### config.mk
export PLATFORM = sky130hd
export DESIGN_NAME = cec_encoder
export DESIGN_NICKNAME = d
export VERILOG_FILES = /design/src/hdl/cec_pkg.sv /design/src/hdl/cec_encoder.sv /design/src/hdl/cec_line_mem.sv
export SDC_FILE = /design/constraint.sdc
export NUM_CORES = 1
export LEC_CHECK = 0
export ABC_AREA = 1
export BUFFER_PORTS_ARGS = -buffer_cell sky130_fd_sc_hd__buf_4
export CORE_ASPECT_RATIO = 0.7
export CORE_UTILIZATION = 50
export DETAILED_ROUTE_END_ITERATION = 16
export GPL_TIMING_DRIVEN = 0
export PLACE_DENSITY = 0.71
export SLEW_MARGIN = 25
export SYNTH_ARGS = -nofsm -noshare
export SYNTH_HDL_FRONTEND = slang
export SYNTH_SLANG_ARGS = --single-unit
### constraint.sdc
create_clock -name clk_sys -period 2.74 [get_ports clk_sys]
set_input_delay 0.137 -clock clk_sys [delete_from_list [all_inputs] [get_ports clk_sys]]
set_output_delay 0.137 -clock clk_sys [all_outputs]
set_load 0.01 [all_outputs]
### src/hdl/cec_pkg.sv
`default_nettype none
package cec_pkg;
   // ==========================================================
   // Register map and fields.
   localparam logic [11:0] CEC_OFF_STATUS = 12'h000;
   localparam logic [11:0] CEC_OFF_CTRL = 12'h004;
   localparam logic [11:0] CEC_OFF_LINE = 12'h008;
   localparam int CEC_VALID_BIT = 31;
   localparam int CEC_UNCORR_BIT = 30;
   localparam int CEC_FILT_BIT = 12;
   localparam logic [3:0] CEC_THRESH_RST = 4'h3;
   localparam int CEC_LINES = 16;
   // ==========================================================
   // Sub-field encodings.
   localparam logic [1:0] CEC_TK_INSTR = 2'h0;
   localparam logic [1:0] CEC_TK_DATA = 2'h1;
   localparam logic [1:0] CEC_TK_GEN = 2'h2;
   localparam logic [1:0] CEC_LV_GEN = 2'h3;
   localparam logic [3:0] CEC_RQ_ERR = 4'h0;
   localparam logic [3:0] CEC_RQ_RD = 4'h1;
   localparam logic [3:0] CEC_RQ_WR = 4'h2;
   localparam logic [3:0] CEC_RQ_FETCH_MAX = 4'h6;
   localparam logic [3:0] CEC_RQ_EVICT = 4'h7;
   localparam logic [3:0] CEC_RQ_SNOOP = 4'h8;
   localparam logic [1:0] CEC_ROLE_GEN = 2'h3;
   localparam logic [1:0] CEC_SP_RSVD = 2'h1;
   localparam logic [1:0] CEC_SP_OTHER = 2'h3;
   localparam logic [7:0] CEC_TLB_MARK = 8'h01;
   localparam logic [3:0] CEC_CACHE_MARK = 4'h1;
   localparam logic [1:0] CEC_GEN_MARK = 2'h3;

   // Error source classes; one-hot.
   typedef enum logic [3:0]
   {
      CEC_CLS_GEN = 4'h1,
      CEC_CLS_TLB = 4'h2,
      CEC_CLS_CACHE = 4'h4,
      CEC_CLS_BUS = 4'h8
   } cec_cls_e;

   // One error event from a core source.
   typedef struct packed {
      cec_cls_e cls; // Source class.
      logic uncorr; // Uncorrected error.
      logic tk_known; // Transaction kind is known.
      logic [1:0] transaction_kind;
      logic lv_known; // Level is known.
      logic [1:0] hierarchy_level_code;
      logic [3:0] request_kind; // Sanitised by encoder.
      logic [1:0] participation_role;
      logic timed_out;
      logic [1:0] space_kind;
      logic [3:0] line; // Line or entry index.
   } cec_evt_s;
endpackage : cec_pkg
`default_nettype wire

### src/hdl/cec_encoder.sv
// Design decisions made here: the register addresses and register access over APB.
`default_nettype none
// Compound error code encoder with correction filtering and APB access.
// One event at a time is encoded into the bank word that software reads.
module cec_encoder
   import cec_pkg::*;
(
   input wire logic clk_sys, // System clock, 25 MHz.
   input wire logic srst, // Synchronous reset, active high.
   input wire logic evt_valid, // Error event strobe.
   input wire cec_evt_s evt, // Error event contents.
   output logic evt_ready, // Encoder can accept event.
   input wire logic psel, // APB select.
   input wire logic penable, // APB enable.
   input wire logic pwrite, // APB direction.
   input wire logic [11:0] paddr, // APB address.
   input wire logic [31:0] pwdata, // APB write data.
   output logic [31:0] prdata, // APB read data.
   output logic pready, // APB ready.
   output logic pslverr // APB error.
);
   // ==========================================================
   // Pipeline states: take event in idle, then look up counter and post in look.
   typedef enum logic [1:0]
   {
      CEC_ST_IDLE = 2'h1,
      CEC_ST_LOOK = 2'h2
   } cec_st_e;

   // The held event, the bank word and the suppressed tally are the only
   // wide state; the per-line counters live in the small memory below.
   cec_st_e st_q, st_d; // Encoder state.
   cec_evt_s ev_q, ev_d; // Held event.
   logic [31:0] status_q, status_d; // Bank error status word.
   logic [3:0] thresh_q, thresh_d; // Counter value up to which corrections are still posted.
   logic [15:0] suppr_q, suppr_d; // Count of suppressed corrections.
   logic [15:0] code; // Assembled compound code.
   logic filt; // Filter flag for this post.
   logic post; // Post this cycle.
   logic mem_we; // Counter update.
   logic [3:0] mem_wd; // New counter value.
   logic [3:0] cnt; // Counter for held line.
   logic [3:0] rq; // Sanitised request kind.
   logic [1:0] tk; // Sanitised transaction kind.
   logic [1:0] lv; // Sanitised level.
   logic [1:0] sp; // Sanitised space kind.
   logic wr_acc; // APB write access.

   // Per-line counters. The read index is the incoming event's line, so
   // the count is ready in the look-up cycle without an extra stage.
   cec_line_mem #(.DEPTH(CEC_LINES), .AW(4)) u_mem
   (
      .clk_sys(clk_sys),
      .srst(srst),
      .we(mem_we),
      .waddr(ev_q.line),
      .wdata(mem_wd),
      .raddr(evt.line),
      .rdata(cnt)
   );

   // ==========================================================
   // Field sanitising and code assembly.
   // Every sub-field except the bus participation role and timeout bit is cleaned before it enters the word, so a source
   // that hands over an undefined encoding still yields a legal code.
   // Unknown transaction kinds and levels fall back to their generic codes.
   // The reserved space code is folded onto "other", since a posted word
   // must never carry it.
   // Eviction and snoop belong to caches alone; on the other forms they are
   // reported as the generic write or read that they most resemble.
   // The filter flag is raised only for corrections, so an uncorrected post
   // always leaves with the flag clear.
   // All four forms are built side by side and the source class picks one.
   always_comb
   begin
      tk = ev_q.tk_known ? ev_q.transaction_kind : CEC_TK_GEN;
      if (tk == 2'h3)
         tk = CEC_TK_GEN;
      lv = ev_q.lv_known ? ev_q.hierarchy_level_code : CEC_LV_GEN;
      rq = ev_q.request_kind;
      if (rq > CEC_RQ_SNOOP)
         rq = CEC_RQ_ERR; // Unknown action.
      else if (rq > CEC_RQ_FETCH_MAX && ev_q.cls != CEC_CLS_CACHE)
         rq = (rq == CEC_RQ_EVICT) ? CEC_RQ_WR : CEC_RQ_RD;
      sp = (ev_q.space_kind == CEC_SP_RSVD) ? CEC_SP_OTHER : ev_q.space_kind;
      filt = !ev_q.uncorr && (cnt >= thresh_q);
      code = 16'h0000;
      case (ev_q.cls)
         CEC_CLS_TLB: code = {3'h0, filt, CEC_TLB_MARK, tk, lv};
         CEC_CLS_CACHE: code = {3'h0, filt, CEC_CACHE_MARK, rq, tk, lv};
         CEC_CLS_BUS: code = {3'h0, filt, 1'b1, ev_q.participation_role, ev_q.timed_out, rq, sp, lv};
         default: code = {3'h0, filt, 8'h00, CEC_GEN_MARK, lv};
      endcase
   end

   // ==========================================================
   // Event flow and posting.
   // An event is taken in idle and looked up for one cycle while the
   // line counter read settles; the post lands at the following edge.
   // Taking events only every second cycle keeps the counter read and
   // its update from overlapping, at the cost of half the event rate.
   // A corrected event on a line past the threshold is counted instead
   // of posted; uncorrected events ignore the counter entirely.
   always_comb
   begin
      st_d = st_q;
      ev_d = ev_q;
      post = 1'b0;
      mem_we = 1'b0;
      mem_wd = cnt;
      suppr_d = suppr_q;
      status_d = status_q;
      thresh_d = thresh_q;
      wr_acc = psel && penable && pwrite;
      evt_ready = (st_q == CEC_ST_IDLE);
      case (st_q)
         CEC_ST_IDLE:
         begin
            if (evt_valid)
            begin
               // Keep a copy so the source may change its fields at once.
               ev_d = evt;
               st_d = CEC_ST_LOOK;
            end
         end
         CEC_ST_LOOK:
         begin
            st_d = CEC_ST_IDLE;
            if (ev_q.uncorr)
               post = 1'b1; // Never suppressed.
            else if (cnt > thresh_q)
               // Filtered correction: only the tally of dropped events moves.
               suppr_d = suppr_q + 16'h0001;
            else
            begin
               // Posted correction; the counter saturates so that a threshold of
               // fifteen leaves the line flagged rather than wrapping to zero.
               post = 1'b1;
               mem_we = (cnt != 4'hF);
               mem_wd = cnt + 4'h1;
            end
         end
         default: st_d = CEC_ST_IDLE;
      endcase
      // Software writes first; a post in the same cycle wins.
      // Losing a fresh post to a software clear would hide an error for good.
      if (wr_acc && paddr == CEC_OFF_STATUS)
         status_d = pwdata;
      if (wr_acc && paddr == CEC_OFF_CTRL)
         thresh_d = pwdata[3:0];
      if (post)
      begin
         status_d = 32'h0000_0000;
         status_d[15:0] = code;
         status_d[CEC_UNCORR_BIT] = ev_q.uncorr;
         status_d[CEC_VALID_BIT] = 1'b1;
      end
   end

   // State registers only; every next value comes from the process above.
   // Reset clears the bank word and the tally and restores the default
   // threshold, so software starts from an empty bank.
   always_ff @(posedge clk_sys)
   begin
      if (srst)
      begin
         st_q <= CEC_ST_IDLE;
         ev_q <= '0;
         status_q <= 32'h0000_0000;
         thresh_q <= CEC_THRESH_RST;
         suppr_q <= 16'h0000;
      end
      else
      begin
         st_q <= st_d;
         ev_q <= ev_d;
         status_q <= status_d;
         thresh_q <= thresh_d;
         suppr_q <= suppr_d;
      end
   end

   // ==========================================================
   // APB slave: zero wait, unmapped reads zero with error.
   // Reads come straight from the registers, so no wait state is needed
   // and pready stays high; software polls the bank word at leisure.
   // The suppressed count is read only; writes to it are dropped.
   always_comb
   begin
      pready = 1'b1;
      pslverr = psel && penable && !(paddr == CEC_OFF_STATUS || paddr == CEC_OFF_CTRL || paddr == CEC_OFF_LINE);
      case (paddr)
         CEC_OFF_STATUS: prdata = status_q;
         CEC_OFF_CTRL: prdata = {28'h0, thresh_q};
         CEC_OFF_LINE: prdata = {16'h0, suppr_q};
         default: prdata = 32'h0000_0000;
      endcase
   end
endmodule : cec_encoder
`default_nettype wire

### src/hdl/cec_line_mem.sv
`default_nettype none
// Per-line correction counters; read data is registered.
module cec_line_mem
   import cec_pkg::*;
#(
   parameter int DEPTH = CEC_LINES,
   parameter int AW = 4
)
(
   input wire logic clk_sys, // System clock.
   input wire logic srst, // Synchronous reset.
   input wire logic we, // Write strobe.
   input wire logic [AW-1:0] waddr, // Write index.
   input wire logic [3:0] wdata, // Write count.
   input wire logic [AW-1:0] raddr, // Read index.
   output logic [3:0] rdata // Registered read data.
);
   // ==========================================================
   // Storage.
   logic [3:0] mem_q [DEPTH];

   // Counters clear at reset so filtering restarts cleanly.
   always_ff @(posedge clk_sys)
   begin
      if (srst)
      begin
         for (int i = 0; i < DEPTH; i++)
            mem_q[i] <= 4'h0;
         rdata <= 4'h0;
      end
      else
      begin
         if (we)
            mem_q[waddr] <= wdata;
         rdata <= mem_q[raddr];
      end
   end
endmodule : cec_line_mem
`default_nettype wire

---- Yosys cells after proc, flatten, opt, wreduce, memory -nomap -nowiden ----
Memory sizes are Yosys's and may differ from the RTL's. A register that Yosys moved wholly into a read port is not among the register bits.
Cells that the tools add are included.
storage, ports and cells
  bits in registers ....................... 78
  logic and storage cells ................. 83
  memories ................................ 1
  RAM bits ................................ 64
  output and inout bits ................... 35
memories
  name         words  bits a word  rd ports  clocked after Yosys merged registers in  write ports  RTL line            text
  u_mem.mem_q  16     4            1         1                                        16           cec_line_mem.sv:20  logic [3:0] mem_q [DEPTH];
operators by class
  reductions and logical operators ........ 18
  add/sub/neg operators ................... 2
  equal/unequal tests ..................... 12
  $lt $le $gt $ge ......................... 4
  bitwise logic cells ..................... 2
  mux-type cells .......................... 28
operators with widths
  operator                 number
  $pmux W32 S3             1
  $mux W32                 2
  $pmux W12 S3             1
  $mux W4                  7
  $add A16 B1 Y16 const B  1
  $eq A12 B3 Y1 const B    1
  $eq A12 B4 Y1 const B    1
  $logic_not A12 Y1        1
  $mux W1                  12
  $mux W2                  5
  $eq A4 B3 Y1 const B     2
  $logic_and A1 B1 Y1      7
  $add A4 B1 Y4 const B    1
  $eq A2 B1 Y1 const B     2
  $eq A2 B2 Y1 const B     2
  $eq A4 B2 Y1 const B     1
  $eq A4 B4 Y1 const B     1
  $ge A4 B4 Y1             1
  $gt A4 B3 Y1 const B     1
  $gt A4 B4 Y1             1
  $gt A4 B4 Y1 const B     1
  $ne A4 B3 Y1 const B     1
  $ne A4 B4 Y1 const B     1
  $reduce_or A2 Y1         2
  7 further kinds          10

---- Longest topological paths before layout ----
  depth in word-level cells ............... 9
  mapped depth ............................ 14
  gate-level depth less buffers ........... 14

---- Cells and area by module ----
A second synthesis with hierarchy kept.
second synthesis, totals
  cell total of the unflattened synthesis .. 999
  area total of the unflattened synthesis .. 7,487.2 sq um
modules (own cells, without submodules)
  module        instances  area an instance (sq um)  sequential area each (sq um)  cells each
  cec_encoder   1          4,225.3                   1,561.5                       624
  cec_line_mem  1          3,261.9                   2,001.9                       375

---- Worst setup path after synthesis ----
Ideal clock, no wire load.
  kind .................................... reg-to-reg
  from .................................... register thresh_q[1]
  to ...................................... memory u_mem.mem_q[10][0] (enable)
  arrival ................................. 1.624 ns
  data required time ...................... 2.432 ns
  buffers on the path ..................... 0
  stages on the path, launching flop included .. 12
  setup slack ............................. 0.808 ns
  cell sequence ........................... dfxtp_1 inv_1 ha_1 nand2_1 nand2_1 nand2_1 nand2_1 nand2_4 nand3_4 nor3_4 nand2_1 nand2_1
RTL lines
  element                 RTL line            text
  start, declared         cec_encoder.sv:35   logic [3:0] thresh_q, thresh_d;
  start signal, assigned  cec_encoder.sv:178  thresh_q <= thresh_d;
  end, declared           cec_line_mem.sv:20

==> key figures <==
Run status
  • Status: completed

Route
  • DRT antenna net count: 0
  • WL per Instance: ~16 um
  • Routed vias/inst: approximately 5.4
  • Vias: between 6000 and 7000
  • DRC errors left: 0
  • DRT iter0 DRCs: roughly 730
  • WL final: 20.8 mm
  • Drt first pass iters: 6

Logic synthesis
  • Biggest area consumer among synthesized cells: edfxtp_1
  • Post-Syn Nets: between 1000 and 1500
  • Main area contributors after synthesis: edfxtp_1 27%, dfxtp_1 23%, nand2_1 9.6%
  • Cells after Synth: between 900 and 1000
  • Syn_area_per_cell: 7.68 um^2
  • Syn Std Cell Area: between 7000 and 8000 um^2
  • Async SR Flop Fraction: 0%
  • Post-synth EDFFs: 64
  • Primary FF master, synth: dfxtp_1
  • Post-synthesis sequential area ratio: slightly below 50%
  • Yosys top cell area share: a little over a quarter
  • Synth Warn #: 0
  • Distinct cells, synth: 41
  • #FFs+latches synth: around 150

Clock network
  • Root buffer cell: clkbuf_16
  • Clock buffer count from CTS: 17
  • TritonCTS clock tree: done
  • CTS Sinks: about 150
  • CTS max path bufs: 2
  • Htree depth: 4
  • Worst-path clk slew: approximately 0.06 ns
  • PostCTS Resize Cnt: 0
  • Skew-Pair Late Insertion Delay: 0.43 ns

Hold path
  • Hold Path Origin: evt[9]
  • Hold WC Path Type: in2reg

Timing
  • Setup ws final: between 0.15 and 0.2 ns
  • Setup Skew: between 0.008 and 0.009 ns
  • Slew @ Worst Pin: about 0.75 ns
  • Unrepaired setup endpoints after global routing: false
  • Final hold violations: 0
  • Final setup fails: 0
  • Total Neg Setup Slack: 0 ns
  • Max-slew violations: 0
  • Max Clk Rate: between 0.3 and 0.4 GHz
  • Max_slew headroom: approximately half
  • Final period util: between 90% and 100%
  • Minimum clock period: approximately 2.5 ns

GRT
  • Grt ovf: 0
  • Antenna violations before repair: 0
  • First-pass GRT wire length: around 33 mm
  • Total Routing Usage GR: between 20% and 30%
  • Largest net degree at the start of global routing: 17
  • Vias in the first global route: between 6000 and 7000

Die
  • Row count: 36
  • Top Ports: between 100 and 150
  • Core Area: between 10000 and 15000 um^2
  • Die area: around 15000 um^2
  • Starting Density: 51.5%
  • Die width: 146 um
  • Die Y: 102 um

Placed design
  • DP HPWL: about 15 mm
  • DP Worst Slack: 0.304 ns
  • PortBufs: slightly above 100
  • Placed Cells: 1231
  • Final Wtd Congestion: about 0.96

Final layout
  • Fin nets: about 1200
  • Share of cells above drive strength 1: 16.0%
  • ANT cells: 0
  • Fin cells: between 1000 and 1500
  • Layout area overhead: 26.8%

Worst setup path
  • Required time of the critical path: between 2 and 3 ns
  • Worst Setup Path Type: reg2reg
  • WP data arrival: ~2.7 ns
  • Worst r2r src: thresh_q[1]
  • Critical path capture point type: register
  • CP max FO: 5
  • Startpoint types: register
  • Worst Setup SP: thresh_q[1]

Power and ir drop
  • Pwr/cell area: 563 nW/um^2
  • Pwr Total: about 0.0051 W
  • Worst VDD drop: between 0.0005 and 0.0006 V
  • Leakage power: 3.72 nW

Job
  • Max-cap violations: 0
worst max-delay path, stage by stage (launching register included):
cell     delay [ns]
dfxtp_1        0.33
inv_1          0.07
ha_1           0.32
nand2_1        0.08
nand2_1        0.06
nand2_1        0.06
nand2_1        0.11
nand2_4        0.13
nand3_4        0.14
nor3_2         0.46
nand2_1        0.25
nand2_1        0.24
final timing paths:
path                         to  slack [ns]  cells past startpoint
max          u_mem.mem_q[15][2]        0.19                     11
min                     ev_q[9]        0.01                      3
max reg2reg  u_mem.mem_q[15][2]        0.19                     11
min reg2reg             ev_q[6]        0.45                      2
area by class of cell:
type	instances	area [um^2]
inverter	111	417
multi-input combinational	640	3010
fill	1223	4870
tap	190	238
sequential	146	3560
clock buffer	22	507
timing repair buffer	137	1110
buffer	41	216
clock inverter	10	71.3
through the flow:
stage / util [%] / cell area [um^2] / hold WS [ns]
floorplan: - / 7210 / 0.275
global placement: 58.7 / 8220 / 0.379
detailed placement: 58.7 / 8220 / 0.385
CTS: 65.2 / 9140 / 0.0000810
global route: 65.2 / 9140 / 0.0150
finish: 65.2 / 9140 / 0.0110
report_power, final:
group / switching (W) / internal [W]
clock network: 0.000936 / 0.00132
logic: 0.000316 / 0.000201
registers: 0.0000389 / 0.00234
registers in the layout, indices dropped and copies added, names as in the netlist:
register     count
u_mem.mem_q     64
status_q        32
ev_q            24
suppr_q         16
thresh_q         4
u_mem.rdata      4
st_q             2
what timing repair did:
item | in CTS | in global routing
hold buffers | 34 | 0
endpoints found under the hold margin | 34 | 0
setup buffers | 0 | 0
synthesized netlist by cell type (all sizes together) (2+ instances only):
cell and count:
a21oi 67, a31oi 2, buf 20, clkbuf 21, dfxtp 82, edfxtp 64, ha 6, inv 111
nand2 189, nand3 50, nand4 5, nor2 184, nor3 11, o211ai 18, o21ai 83, o221ai 4
o22ai 7, or2 3, xor2 6
cell families (layout without fill, tap and decap cells):
group,count (synthesis),count (layout),share of synthesized area [%]
simple gates,444,444,25.9
other cells,1,1,0.0520
compound gates,183,183,13.9
fa+ha+maj,6,6,1.04
flops,146,146,49.4
buf+inv,152,321,8.78
xor+xnor,6,6,0.937
placed cells by master, fill, tap and decap left out, types with 10 or more instances in the layout:
master,Yosys,layout
nand2_1,184,184
nor2_1,179,179
buf_4,5,108
inv_1,107,107
dfxtp_1,82,82
o21ai_0,79,79
a21oi_1,67,67
edfxtp_1,64,64
nand3_1,48,48
dlygate4sd3_1,0,34
clkbuf_1,20,21
clkbuf_16,0,19
o211ai_1,18,18
buf_2,10,10
layer usage:
metal / part of all wire [%] / GRT usage, % / vias to the layer above / routed length (um)
met3: 12 / 9.42 / 19 / 2400
li1: - / - / 3375 / -
met2: 41 / 41.4 / 369 / 8570
met4: 0.83 / 7.45 / 0 / 172
met1: 46 / 42.0 / 3187 / 9640
met5: 0 / 0 / - / 0
Note: power is estimated with default switching activity, not from simulation.
